==> config.mk <==
export PLATFORM = sky130hd
export DESIGN_NAME = cac_alarm_top
export DESIGN_NICKNAME = d
export VERILOG_FILES = /design/src/cac_pkg.sv /design/src/cac_cmp_if.sv /design/src/cac_compare.sv /design/src/cac_regfile.sv /design/src/cac_alarm_top.sv
export VERILOG_INCLUDE_DIRS = /design/src
export SDC_FILE = /design/constraint.sdc
export NUM_CORES = 1
export LEC_CHECK = 0
export BUFFER_PORTS_ARGS = -buffer_cell sky130_fd_sc_hd__buf_2
export CORE_MARGIN = 2
export CORE_UTILIZATION = 53
export CTS_CLUSTER_DIAMETER = 200
export DETAILED_ROUTE_END_ITERATION = 7
export HOLD_SLACK_MARGIN = 0.08
export PLACE_DENSITY = 0.88
export SLEW_MARGIN = 20
export SYNTH_ARGS = -nofsm -noshare
export SYNTH_HDL_FRONTEND = slang
export SYNTH_HIERARCHICAL = 1
export SYNTH_SLANG_ARGS = --single-unit
==> constraint.sdc <==
create_clock -name clock -period 5.21 [get_ports clock]
set_input_delay 1.042 -clock clock [delete_from_list [all_inputs] [get_ports clock]]
set_output_delay 1.042 -clock clock [all_outputs]
set_load 0.05 [all_outputs]
==> src/cac_map.svh <==
// register offsets, field positions and reset values of the alarm compare block
`ifndef CAC_MAP_SVH
`define CAC_MAP_SVH

`define CAC_OFF_ALARM_SECONDS 8'h10
`define CAC_OFF_ALARM_MINUTES 8'h11
`define CAC_OFF_ALARM_HOURS 8'h12
`define CAC_OFF_ALARM_DAY 8'h13
`define CAC_OFF_ALARM_WEEKDAY 8'h14
`define CAC_OFF_ALARM_MONTH 8'h15
`define CAC_OFF_ALARM_YEAR 8'h16
`define CAC_OFF_CONTROL 8'h01
`define CAC_OFF_STATUS 8'h02
`define CAC_OFF_MASK 8'h03

`define CAC_ENABLE_BIT 7
`define CAC_ENABLE_MASK 8'h80
`define CAC_SEC_MASK 8'h7f
`define CAC_MIN_MASK 8'h7f
`define CAC_HOUR_MASK 8'h3f
`define CAC_DAY_MASK 8'h3f
`define CAC_WDAY_MASK 8'h07
`define CAC_MON_MASK 8'h1f
`define CAC_YEAR_MASK 8'h7f
`define CAC_AIE_BIT 0
`define CAC_AF_BIT 0
`define CAC_H12_BIT 1
`define CAC_FIELD_COUNT 7
`define CAC_ALARM_RESET 8'h00

`endif

==> src/cac_pkg.sv <==
// types shared by the alarm compare block
package cac_pkg;
    // current time and date, bcd
    typedef struct packed {
        logic [6:0] seconds;
        logic [6:0] minutes;
        logic [5:0] hours;
        logic [5:0] day;
        logic [2:0] weekday;
        logic [4:0] month;
        logic [6:0] year;
    } cac_time_t;

    // one alarm target byte per field
    typedef logic [7:0] cac_byte_t;
endpackage

==> src/cac_cmp_if.sv <==
// interface carrying alarm targets and current time to the comparator
`timescale 1ns/100ps
`default_nettype none
interface cac_cmp_if;
    cac_pkg::cac_byte_t targets [7];  // alarm registers as stored
    cac_pkg::cac_time_t now;          // current counters
    logic allMatch;                   // every enabled field equal
    logic anyEnabled;                 // at least one field enabled

    modport regs (output targets, output now, input allMatch, input anyEnabled);
    modport cmp (input targets, input now, output allMatch, output anyEnabled);
endinterface
`default_nettype wire

==> src/cac_compare.sv <==
// combinational field compare of alarm targets against current time
`timescale 1ns/100ps
`default_nettype none
`include "cac_map.svh"
module cac_compare (
    cac_cmp_if.cmp cmp
);
    // field match gated by its enable
    function automatic logic fieldOk(input logic [7:0] t, input logic [7:0] c,
                                     input logic [7:0] m);
        fieldOk = !t[`CAC_ENABLE_BIT] || ((t & m) == (c & m));
    endfunction

    logic [6:0] ok;
    logic [6:0] en;

    // each enabled field compared, disabled ones forced true
    always_comb begin
        ok[0] = fieldOk(cmp.targets[0], {1'b0, cmp.now.seconds}, `CAC_SEC_MASK);
        ok[1] = fieldOk(cmp.targets[1], {1'b0, cmp.now.minutes}, `CAC_MIN_MASK);
        ok[2] = fieldOk(cmp.targets[2], {2'b00, cmp.now.hours}, `CAC_HOUR_MASK);
        ok[3] = fieldOk(cmp.targets[3], {2'b00, cmp.now.day}, `CAC_DAY_MASK);
        ok[4] = fieldOk(cmp.targets[4], {5'b00000, cmp.now.weekday}, `CAC_WDAY_MASK);
        ok[5] = fieldOk(cmp.targets[5], {3'b000, cmp.now.month}, `CAC_MON_MASK);
        ok[6] = fieldOk(cmp.targets[6], {1'b0, cmp.now.year}, `CAC_YEAR_MASK);
        for (int i = 0; i < 7; i++) begin
            en[i] = cmp.targets[i][`CAC_ENABLE_BIT];
        end
    end

    // disabled fields excluded by forcing them true
    assign cmp.allMatch = &ok;
    assign cmp.anyEnabled = |en;
endmodule
`default_nettype wire

==> src/cac_regfile.sv <==
// alarm target storage with write mask of unused bits
`timescale 1ns/100ps
`default_nettype none
`include "cac_map.svh"
module cac_regfile (
    input wire logic clock,
    input wire logic rst,
    input wire logic wrEn,
    input wire logic [2:0] wrIdx,
    input wire logic [7:0] wrData,
    input wire logic [2:0] rdIdx,
    output logic [7:0] rdValue,
    cac_cmp_if.regs link,
    input wire cac_pkg::cac_time_t nowIn
);
    // used bits of each alarm register, enable bit included
    function automatic logic [7:0] keepMask(input logic [2:0] idx);
        unique case (idx)
            3'h0: keepMask = `CAC_ENABLE_MASK | `CAC_SEC_MASK;
            3'h1: keepMask = `CAC_ENABLE_MASK | `CAC_MIN_MASK;
            3'h2: keepMask = `CAC_ENABLE_MASK | `CAC_HOUR_MASK;
            3'h3: keepMask = `CAC_ENABLE_MASK | `CAC_DAY_MASK;
            3'h4: keepMask = `CAC_ENABLE_MASK | `CAC_WDAY_MASK;
            3'h5: keepMask = `CAC_ENABLE_MASK | `CAC_MON_MASK;
            3'h6: keepMask = `CAC_ENABLE_MASK | `CAC_YEAR_MASK;
            default: keepMask = 8'h00;
        endcase
    endfunction

    typedef struct packed {
        logic [6:0][7:0] alarm; // stored targets
    } cac_rf_state_t;

    cac_rf_state_t state_reg;
    cac_rf_state_t state_next;

    // write updates only used bits
    always_comb begin
        state_next = state_reg;
        if (wrEn && wrIdx < 3'h7) begin
            state_next.alarm[wrIdx] = wrData & keepMask(wrIdx);
        end
    end

    // register the state
    always_ff @(posedge clock or posedge rst) begin
        if (rst) begin
            state_reg <= '0;
        end else begin
            state_reg <= state_next;
        end
    end

    // read value, zero beyond the alarm page
    always_comb begin
        rdValue = (rdIdx < 3'h7) ? state_reg.alarm[rdIdx] : 8'h00;
        for (int i = 0; i < 7; i++) begin
            link.targets[i] = state_reg.alarm[i];
        end
        link.now = nowIn;
    end
endmodule
`default_nettype wire

==> src/cac_alarm_top.sv <==
// alarm page of a real time clock: registers, compare, flag and interrupt
//
// Design decision made here: strobed register access.
`timescale 1ns/100ps
`default_nettype none
`include "cac_map.svh"
module cac_alarm_top (
    input wire logic clock,
    input wire logic rst,
    input wire logic [7:0] addr,
    input wire logic [7:0] wrData,
    input wire logic wrStrobe,
    input wire logic rdStrobe,
    output logic [7:0] rdData,
    input wire cac_pkg::cac_time_t nowTime,
    input wire logic nowTick,
    output logic irq,
    output logic alarmFlag,
    output logic hourMode12
);
    ////////////////////////////////////////////////////////////////////////
    // state
    typedef struct packed {
        logic [7:0] rdData;     // read answer
        logic intEnable;        // alarm_interrupt_enable
        logic h12;              // 12-hour layout selected
        logic flag;             // alarm_flag sticky status
        logic mask;             // interrupt mask
        logic prevMatch;        // match seen at the last counter tick
        logic irq;              // interrupt output
    } cac_top_state_t;

    cac_top_state_t state_reg;
    cac_top_state_t state_next;

    logic [7:0] alarmRd;  // regfile read value
    logic matchNow;       // qualified full match
    logic alarmWr;        // write to alarm page
    logic [2:0] wrIdx;    // alarm index of write
    logic [2:0] rdIdx;    // alarm index of read

    cac_cmp_if cmpBus ();

    ////////////////////////////////////////////////////////////////////////
    // address decode
    function automatic logic inAlarm(input logic [7:0] a);
        inAlarm = a >= `CAC_OFF_ALARM_SECONDS && a <= `CAC_OFF_ALARM_YEAR;
    endfunction

    always_comb begin
        alarmWr = wrStrobe && inAlarm(addr);
        wrIdx = inAlarm(addr) ? 3'(addr - `CAC_OFF_ALARM_SECONDS) : 3'h7;
        rdIdx = wrIdx;
    end

    ////////////////////////////////////////////////////////////////////////
    // storage and compare
    cac_regfile u_regs (
        .clock(clock),
        .rst(rst),
        .wrEn(alarmWr),
        .wrIdx(wrIdx),
        .wrData(wrData),
        .rdIdx(rdIdx),
        .rdValue(alarmRd),
        .link(cmpBus.regs),
        .nowIn(nowTime)
    );

    cac_compare u_cmp (
        .cmp(cmpBus.cmp)
    );

    // bcd hour compare is bitwise so both layouts share it; pm bit is bit 5
    // in 12h and tens-of-twenty in 24h, held identically in counter and target
    assign matchNow = cmpBus.allMatch && cmpBus.anyEnabled;

    ////////////////////////////////////////////////////////////////////////
    // next state: bus, flag, interrupt
    always_comb begin
        state_next = state_reg;
        state_next.rdData = 8'h00;
        // match edge tracked on counter updates only
        if (nowTick) begin
            state_next.prevMatch = matchNow;
        end
        // control register write
        if (wrStrobe && addr == `CAC_OFF_CONTROL) begin
            state_next.intEnable = wrData[`CAC_AIE_BIT];
            state_next.h12 = wrData[`CAC_H12_BIT];
        end
        if (wrStrobe && addr == `CAC_OFF_MASK) begin
            state_next.mask = wrData[`CAC_AF_BIT];
        end
        // write one clears the flag
        if (wrStrobe && addr == `CAC_OFF_STATUS && wrData[`CAC_AF_BIT]) begin
            state_next.flag = 1'b0;
        end
        // first match sets flag while interrupt enabled, set beats clear
        if (nowTick && matchNow && !state_reg.prevMatch && state_reg.intEnable) begin
            state_next.flag = 1'b1;
        end
        // read mux
        if (rdStrobe) begin
            if (inAlarm(addr)) begin
                state_next.rdData = alarmRd;
            end else if (addr == `CAC_OFF_CONTROL) begin
                state_next.rdData = {6'h00, state_reg.h12, state_reg.intEnable};
            end else if (addr == `CAC_OFF_STATUS) begin
                state_next.rdData = {7'h00, state_reg.flag};
            end else if (addr == `CAC_OFF_MASK) begin
                state_next.rdData = {7'h00, state_reg.mask};
            end
        end
        state_next.irq = state_next.flag && state_next.mask;
    end

    // register the state
    always_ff @(posedge clock or posedge rst) begin
        if (rst) begin
            state_reg <= '0;
        end else begin
            state_reg <= state_next;
        end
    end

    assign rdData = state_reg.rdData;
    assign irq = state_reg.irq;
    assign alarmFlag = state_reg.flag;
    assign hourMode12 = state_reg.h12;

    ////////////////////////////////////////////////////////////////////////
    // checks
    flag_sets_a: assert property (@(posedge clock) disable iff (rst)
        nowTick && matchNow && !state_reg.prevMatch && state_reg.intEnable |=> alarmFlag)
        else $error("flag not set on first match");
    no_aie_a: assert property (@(posedge clock) disable iff (rst)
        !alarmFlag && !state_reg.intEnable && !(wrStrobe && addr == `CAC_OFF_STATUS)
        |=> !alarmFlag)
        else $error("flag set without interrupt enable");
    irq_follow_a: assert property (@(posedge clock) disable iff (rst)
        irq == (alarmFlag && state_reg.mask))
        else $error("irq differs from masked flag");
    disabled_ok_a: assert property (@(posedge clock) disable iff (rst)
        !cmpBus.targets[0][7] && !cmpBus.targets[1][7] && !cmpBus.targets[2][7]
        && !cmpBus.targets[3][7] && !cmpBus.targets[4][7] && !cmpBus.targets[5][7]
        && !cmpBus.targets[6][7] |-> !matchNow)
        else $error("match with all fields disabled");
    sec_cmp_a: assert property (@(posedge clock) disable iff (rst)
        cmpBus.targets[0][7] && cmpBus.targets[0][6:0] != nowTime.seconds |-> !matchNow)
        else $error("seconds mismatch ignored");
    hour_cmp_a: assert property (@(posedge clock) disable iff (rst)
        cmpBus.targets[2][7] && cmpBus.targets[2][5:0] != nowTime.hours |-> !matchNow)
        else $error("hours mismatch ignored");
    read_back_a: assert property (@(posedge clock) disable iff (rst)
        wrStrobe && addr == `CAC_OFF_ALARM_WEEKDAY ##1 rdStrobe
        && addr == `CAC_OFF_ALARM_WEEKDAY |=> rdData == ($past(wrData, 2) & 8'h87))
        else $error("weekday read back wrong");
    year_back_a: assert property (@(posedge clock) disable iff (rst)
        wrStrobe && addr == `CAC_OFF_ALARM_YEAR ##1 rdStrobe
        && addr == `CAC_OFF_ALARM_YEAR |=> rdData == $past(wrData, 2))
        else $error("year read back wrong");
    clear_a: assert property (@(posedge clock) disable iff (rst)
        wrStrobe && addr == `CAC_OFF_STATUS && wrData[0] && !nowTick |=> !alarmFlag)
        else $error("flag not cleared");

    alarm_fire_c: cover property (@(posedge clock) disable iff (rst) $rose(alarmFlag));
    irq_c: cover property (@(posedge clock) disable iff (rst) $rose(irq));
    clear_c: cover property (@(posedge clock) disable iff (rst) $fell(alarmFlag));
endmodule
`default_nettype wire

======== Word level (Yosys, flattened, before mapping) ========
Cells that the tools add are included.
operators by class
  add/subtract/negate cells ............... 1
  $lt $le $gt $ge ......................... 5
  equality and inequality tests ........... 16
  muxes and demuxes ....................... 17
  bitwise logic cells ..................... 1
  reduce and logical (&&, ||, !) cells .... 33
operator list
  cell                count
  $bwmux 56           1
  $mux 8              6
  $pmux 8 s4          1
  $bmux 8 s3          1
  $demux 8 s3         1
  $eq 7x7->1          3
  $eq 8x2->1 const B  2
  $logic_and 1x1->1   13
  $eq 6x6->1          2
  $eq 3x3->1 const B  3
  $and 8x8->8         1
  $eq 8x1->1 const B  1
  $ge 8x5->1 const B  1
  $le 8x5->1 const B  1
  $logic_not 1->1     8
  $logic_or 1x1->1    7
  $reduce_and 7->1    1
  $reduce_or 7->1     1
  $eq 3x2->1 const B  2
  $eq 5x5->1          1
  $mux 1              5
  $lt 3x4->1 const B  1
  $eq 3x1->1 const B  1
  $eq 3x3->1          1
  8 further kinds     8
storage, ports and cells
  register bits ........................... 70
  bits of input ports ..................... 62
  output and inout bits ................... 11
  word-level logic and storage cells ...... 87

======== Logic depth before layout (Yosys ltp) ========
Gate-level depths: netlist of the first run.
  word-level depth ........................ 9
  depth in mapped cells ................... 10

======== Cells and area by module ========
The synthesis of the first run kept the hierarchy.
modules (own cells, without submodules)
  module         instances  cells an instance  area an instance (sq um)
  cac_regfile    1          271                2864.0
  cac_alarm_top  1          62                 724.4
  cac_compare    1          60                 480.5

======== Least setup slack after synthesis of the first run ========
Ideal clock, no wire load.
  path type ............................... input to register
  start ................................... input addr[6]
  end ..................................... register u_regs.state_reg (netlist bit u_regs/link.targets[51])
  setup time .............................. 0.125 ns
  arrival time ............................ 3.171 ns
  required time ........................... 5.085 ns
  slack ................................... 1.914 ns
  cell stages on the path ................. 6
  cell sequence ........................... or4_4 > a311oi_2 > and2_1 > or4b_1 > buf_2 > mux2_4
on the way
  elaborated cells on any way between the ends .. 25
RTL lines
  what                                                       line                 text
  start, declared                                            cac_alarm_top.sv:10  input wire logic [7:0] addr,
  $ge 8x5->1 (no source line) or $le 8x5->1 (tied branches)  -
  $logic_and 1x1->1 (no source line) (*)                     -
  $logic_and 1x1->1 (*)                                      cac_alarm_top.sv:51  alarmWr = wrStrobe && inAlarm(addr);
  net alarmWr                                                cac_alarm_top.sv:38  logic alarmWr;
  $logic_and 1x1->1 (*)                                      cac_regfile.sv:40    if (wrEn && wrIdx < 3'h7) begin
  end signal, assigned                                       cac_regfile.sv:50    state_reg <= state_next;
  end, declared                                              cac_regfile.sv:34    cac_rf_state_t state_reg;
Mark *: on every way through the listed nets, which the timed path passes. The rest lies on a longest branch. The select of a mux whose other input is x is not followed.
A chain may end at the register's enable or synchronous reset.

======== Worst setup path after layout of the first run ========
  start ................................... input addr[6]
  end ..................................... register u_regs.state_reg (netlist bit u_regs/link.targets[5])
on the way
  word-level cells in the longest chain between the ends .. 9
  elaborated cells on any way between the ends .. 25
ends and longest elaborated chain
  what                                                                 line                 text
  $ge 8x5->1 (no source line) or $le 8x5->1 (tied branches)            -
  $logic_and 1x1->1 (no source line) (*)                               -
  $mux 3 (*)                                                           cac_alarm_top.sv:52  wrIdx = inAlarm(addr) ? 3'(addr - `CAC_OFF_ALARM_SECONDS) : 3'h7;
  net rdIdx[1]                                                         cac_alarm_top.sv:40  logic [2:0] rdIdx;
  $eq 3x1->1 (tied with other cells)                                   cac_regfile.sv:18    unique case (idx)
  $reduce_or 3->1 (no source line) or $reduce_or 2->1 (tied branches)  -
  $pmux 8 s4                                                           cac_regfile.sv:18
  $mux 8                                                               cac_regfile.sv:40
  $and 8x8->8                                                          cac_regfile.sv:41    state_next.alarm[wrIdx] = wrData & keepMask(wrIdx);
  $bwmux 56                                                            cac_regfile.sv:41
Marks and branches as above.

==> flow_summary.toml, run 1 <==
[timing]
tightest_slew_ps = 1080
maxSlewHeadroom = 0.281
maxSlewViolCount = 0
period_share = 0.691
timing.hold.ws_ps = 494
fmax_ghz = 0.278
finalSetupViolCount = 0
tns_ps = 0
rsz0062_at_grt = "no"
finalHoldViolCount = 0
finClkSkew_ps = 8.42
fin_crit_ps = 3600

[synth]
yosysTopAreaCellShare = 0.431
synth_top_family_by_area = "simple AND/OR/NAND/NOR gates"
async_flop_share = 1.00
synth.most_common_cell = "dfrtp_1"
synth_fa_ha_area_frac = 0
synth_fp_nets = 455
muxShareOfSynthArea = 0.121
syn_inst = 393
synth-compound-area-share = 0.0990
synth_area_leaders = "dfrtp_1 43%, buf_4 9.2%, mux2i_1 5.9%"
syn_area_um2 = 4070
ys_ff_latch = 70
synth_area_leader_cell = "dfrtp_1"
synth_edf_count = 0
syn_area_per_cell_um2 = 10.4
synth-warning-count = 6
synth_top_flop_cell = "dfrtp_1"
synth_xor_area_frac = 0.0883
synth_cell_types = 50
synth_simple_gate_area_frac = 0.148
synth-seq-area-share = 0.431
synth_top_cells_by_count = "70 x dfrtp_1, 50 x buf_4, 42 x nand2_1"

[power_and_ir_drop]
swShare = 0.225
comb_power_share = 0.072
p_int_mw = 0.810
leakage_nw = 2.21
ir_worst_vdd_uv = 127
p_switching_mw = 0.236
power_density_nw_per_um2 = 242
clockPowerShare = 0.405
seqPwrFrac = 0.523

[cells_and_area]
largest_reg_flops = 56
antenna_cells = 0
drive_above_1_share = 0.295
stdcell_area_um2 = 4330
seq_area_um2 = 1750
postLayoutCoreUtil = 0.590
multi_input_area_um2 = 1860
syn2layout_area_growth_pct = 6.30
num-fill-cells = 626
nets = 476

[die]
io_pins = 73
initial_core_util = 0.555
num_rows = 31
die_y_um = 91.6
dieWidth_um = 91.6
core_um2 = 7330
die_area_um2 = 8390

[placed_design]
place_congestion = 0.955
hpwlAfterDp_um = 7040
place_area_um2 = 4130
io_buffers = 72

[outcome]
status = "complete, no violations"

[clocking]
clock_latency_ps = 350
cts_hold_buf = 0
cts_htree_levels = 3
cts_tree = "done"
cts_buffers = 9
clock_path_buffers = 2
clockRootBuffer = "clkbuf_8"
ctsResizeCount = 0
post_cts_buffers = 0
clkSlewWorstSetupHoldPaths_ps = 70
cts.sinks = 70

[routing]
drt_wl_total_um = 9590
ant_nets = 0
viasPerCell = 5.78
wl_per_cell_um = 18.6
drt_pass1_iterations = 6
drc_errors = 0
vias = 2982
drtIter0Drc = 340

[global_routing]
grt_max_degree = 57
grt_pass1_vias = 2898
grt_usage = 0.237
grt_pass1_wl_um = 15100
grt_overflow_total = 0
antenna_found_initial = 0

[min_path]
min-delay-path-class = "flip-flop to flip-flop"

[setup_path]
endpoint_kind = "flip-flop"
critPathMaxFanout = 22
cp_data_arrival_time_ps = 3790
setup.worst_path.start_class = "input port"
critPathKind = "input port to flip-flop"
cp.required_ps = 5400

[run]
max_cap_violations = 0
[area by class of cell]
type	instances	area share
clock buffer	14	0.0445
sequential	70	0.405
tap	99	0.0286
multi-input combinational	252	0.429
timing repair buffer	73	0.0850
inverter	8	0.00752
[kinds of logic after synthesis]
family / after synthesis
compound gates: 60
flops: 70
simple gates: 106
xor+xnor: 41
mux: 45
buf+inv: 71
[worst paths after layout]
kind                                               from                 endpoint  slack (ps)  cells past startpoint
max in group asynchronous                           rst  u_regs/link.targets[38]        3930                      2
worst min register to register  u_regs/link.targets[19]  u_regs/link.targets[19]         490                      1
worst max-delay path                            addr[6]   u_regs/link.targets[5]        1610                      6
worst max register to register  u_regs/link.targets[49]                      irq        2690                      9
min in group asynchronous                           rst                      irq         740                      2
worst min-delay path            u_regs/link.targets[19]  u_regs/link.targets[19]         490                      1
[worst max-delay path: stages]
cell	delay [ps]
buf_2	90
or4_4	580
or3_1	770
nor2b_1	310
o21ai_0	720
o21ai_0	260
[metrics by stage]
step,power (mW),cells,setup WS (ps)
2_1_floorplan,0.615,393,1910
4_1_cts,1.06,516,1660
3_3_place_gp,0.629,502,1360
6_report,1.05,516,1610
3_5_place_dp,0.632,502,1290
5_1_grt,1.08,516,1500
[layout by cell type, fill, tap and decap left out, drive strengths merged, types with 2 or more instances in the layout]
| cell type | count |
|---|---|
| mux2 | 21 |
| nor3 | 2 |
| xor2 | 21 |
| nand4bb | 4 |
| inv | 8 |
| buf | 73 |
| a22o | 6 |
| clkbuf | 14 |
| dfrtp | 70 |
| or2 | 6 |
| nor2 | 2 |
| a31oi | 5 |
| o21ai | 33 |
| mux2i | 24 |
| nand2 | 43 |
| nor2b | 5 |
| and3 | 7 |
| or3 | 3 |
| nand4 | 4 |
| nand4b | 3 |
| and2 | 9 |
| nor4 | 6 |
| xnor2 | 20 |
| o221a | 3 |
| a221oi | 3 |
| nand3 | 7 |
[routing by layer]
layer	global-route usage	vias to the layer above	wire length, um
li1	-	1376	-
met1	0.311	1440	3990
met2	0.371	144	4570
met3	0.0698	22	794
met4	0.0909	0	239
met5	0	-	0
[power by group through the flow]
stage | Clock [mW] | Combinational, mW | Sequential, mW
after global placement | 0 | 0.0724 | 0.557
after global routing | 0.454 | 0.0822 | 0.547
final | 0.424 | 0.0749 | 0.547
after detailed placement | 0 | 0.0750 | 0.557
after floorplan | 0 | 0.0572 | 0.558
after CTS | 0.434 | 0.0754 | 0.547
(Power assumes the default switching activity.)
==> run 2, diff against run 1 <==
CORE_UTILIZATION = 51   (was 53)
PLACE_DENSITY = 0.89   (was 0.88)
clock period = 2.94 ns   (was 5.21 ns; I/O delays follow)
==> run 2 against run 1 <==
Compared with the run above: global-route usage decreased by 0.87 points; first-iteration DRC count is 16% lower; setup slack got worse by 1300 ps; design area rose by 3.8%; critical path depth increased by 3; register-to-register slack got worse by 2300 ps; combinational power rose by 82%; highest routed layer unchanged.
==> flow_summary.toml, run 2 (same netlist as run 1, synthesis figures left out) <==
[global_routing]
grt_max_degree = 35
grt_usage = 0.228
antenna_found_initial = 0
grt_pass1_wl_um = 14900
grt_pass1_vias = 2912
grt_overflow_total = 0

[die]
initial_core_util = 0.527
io_pins = 73
core_um2 = 7730
num_rows = 32
die_y_um = 93.3
die_area_um2 = 8710
dieWidth_um = 93.3

[cells_and_area]
final_cell_mix = "72 x buf_2, 70 x dfrtp_1, 42 x nand2_1"
fin_cells = 539
postLayoutCoreUtil = 0.581
stdcell_area_um2 = 4490
nets = 494
drive_above_1_share = 0.327
layout_commonest_cell = "buf_2"
largest_reg_flops = 56
antenna_cells = 0
syn2layout_area_growth_pct = 10.4

[placed_design]
dpl_worst_slack_ps = 11.6
place_congestion = 0.962
dp_cells = 523
place_area_um2 = 4270
io_buffers = 72
hpwlAfterDp_um = 7200

[setup_path]
setup.worst_path.start_class = "input port"
cp_data_arrival_time_ps = 2880
r2r_start = "u_regs/link.targets[49]"
worst_path_max_delay_cell = "or4_4"
path_cells = "buf_2 -> or4_4 -> or3_1 -> buf_4 -> mux2i_1 -> o221a_2 -> a221oi_1 -> a32oi_1 -> nor2b_1"
max_stage_delay_ps = 580
critPathMaxFanout = 11
regToRegSetupSlack_ps = 350
path_buf_inv = 2
cp.required_ps = 3200
ff2ff_path_depth = 9
reg2reg_to = "irq"
critPathKind = "input port to flip-flop"
endpoint_kind = "flip-flop"
crit_cells = 9
cp_top_family = "simple AND/OR/NAND/NOR gates"

[outcome]
status = "complete, no violations"

[timing]
tns_ps = 0
tightest_slew_ps = 723
setup_ws_ps = 318
period_share = 0.892
maxSlewHeadroom = 0.517
finalHoldViolCount = 0
finClkSkew_ps = 8.14
fmax_ghz = 0.381
finalSetupViolCount = 0
fin_crit_ps = 2620
maxSlewViolCount = 0
rsz0062_at_grt = "no"
timing.hold.ws_ps = 266

[routing]
drtIter0Drc = 286
drt_pass1_iterations = 6
drc_errors = 0
wl_per_cell_um = 17.8
viasPerCell = 5.69
vias = 3069
ant_nets = 0
drt_wl_total_um = 9620

[min_path]
min-delay-path-class = "input port to async pin"

[clocking]
cts_hold_buf = 0
post_cts_buffers = 0
ctsResizeCount = 0
cts_buffers = 9
clock_latency_ps = 350
cts.sinks = 70
cts_htree_levels = 3
clock_path_buffers = 2
clockRootBuffer = "clkbuf_8"
clkSlewWorstSetupHoldPaths_ps = 80
cts_tree = "done"

[run]
max_cap_violations = 0

[power_and_ir_drop]
leakage_nw = 2.30
power_density_nw_per_um2 = 439
total_power_mw = 1.97
ir_worst_vdd_uv = 263
run 2: cell types whose count changed in the layout (fill, tap and decap cells not counted), sizes merged:
cell,change
clkinvlp,+2
clkbuf,-4
buf,+18
bufinv,+2
clkinv,+2
run 2: where the power goes:
group          internal, mW  switching, mW  total [mW]
logic                0.0602         0.0755       0.136
clock network         0.497          0.368       0.865
registers             0.965        0.00318       0.969
total                  1.52          0.447        1.97
run 2: worst max path at each step:
stage                                        from                 endpoint  slack, ps
after floorplan                           addr[6]  u_regs/link.targets[51]        100
after global placement                    addr[6]  u_regs/link.targets[54]         80
after detailed placement                  addr[6]  u_regs/link.targets[50]         10
after CTS                                 addr[6]  u_regs/link.targets[50]        340
after global routing      u_regs/link.targets[53]                      irq        230
final                                     addr[6]                rdData[1]        320
run 2: final cells by class:
| cell class | instances | area [um2] |
|---|---|---|
| Fill cell | 621 | 3240 |
| Tap cell | 102 | 128 |
| Inverter | 8 | 30.0 |
| Timing Repair Buffer | 91 | 503 |
| Clock buffer | 10 | 138 |
| Clock inverter | 6 | 85.1 |
| Sequential cell | 70 | 1750 |
| Multi-Input combinational cell | 252 | 1860 |
run 2: layer usage:
layer  global-route usage  vias to the layer above  wire length, um
met5                    0                        -                0
met3               0.0435                       27              740
met2                0.345                      167             4310
li1                     -                     1408                -
met1                0.316                     1467             4220
met4                0.112                        0              343
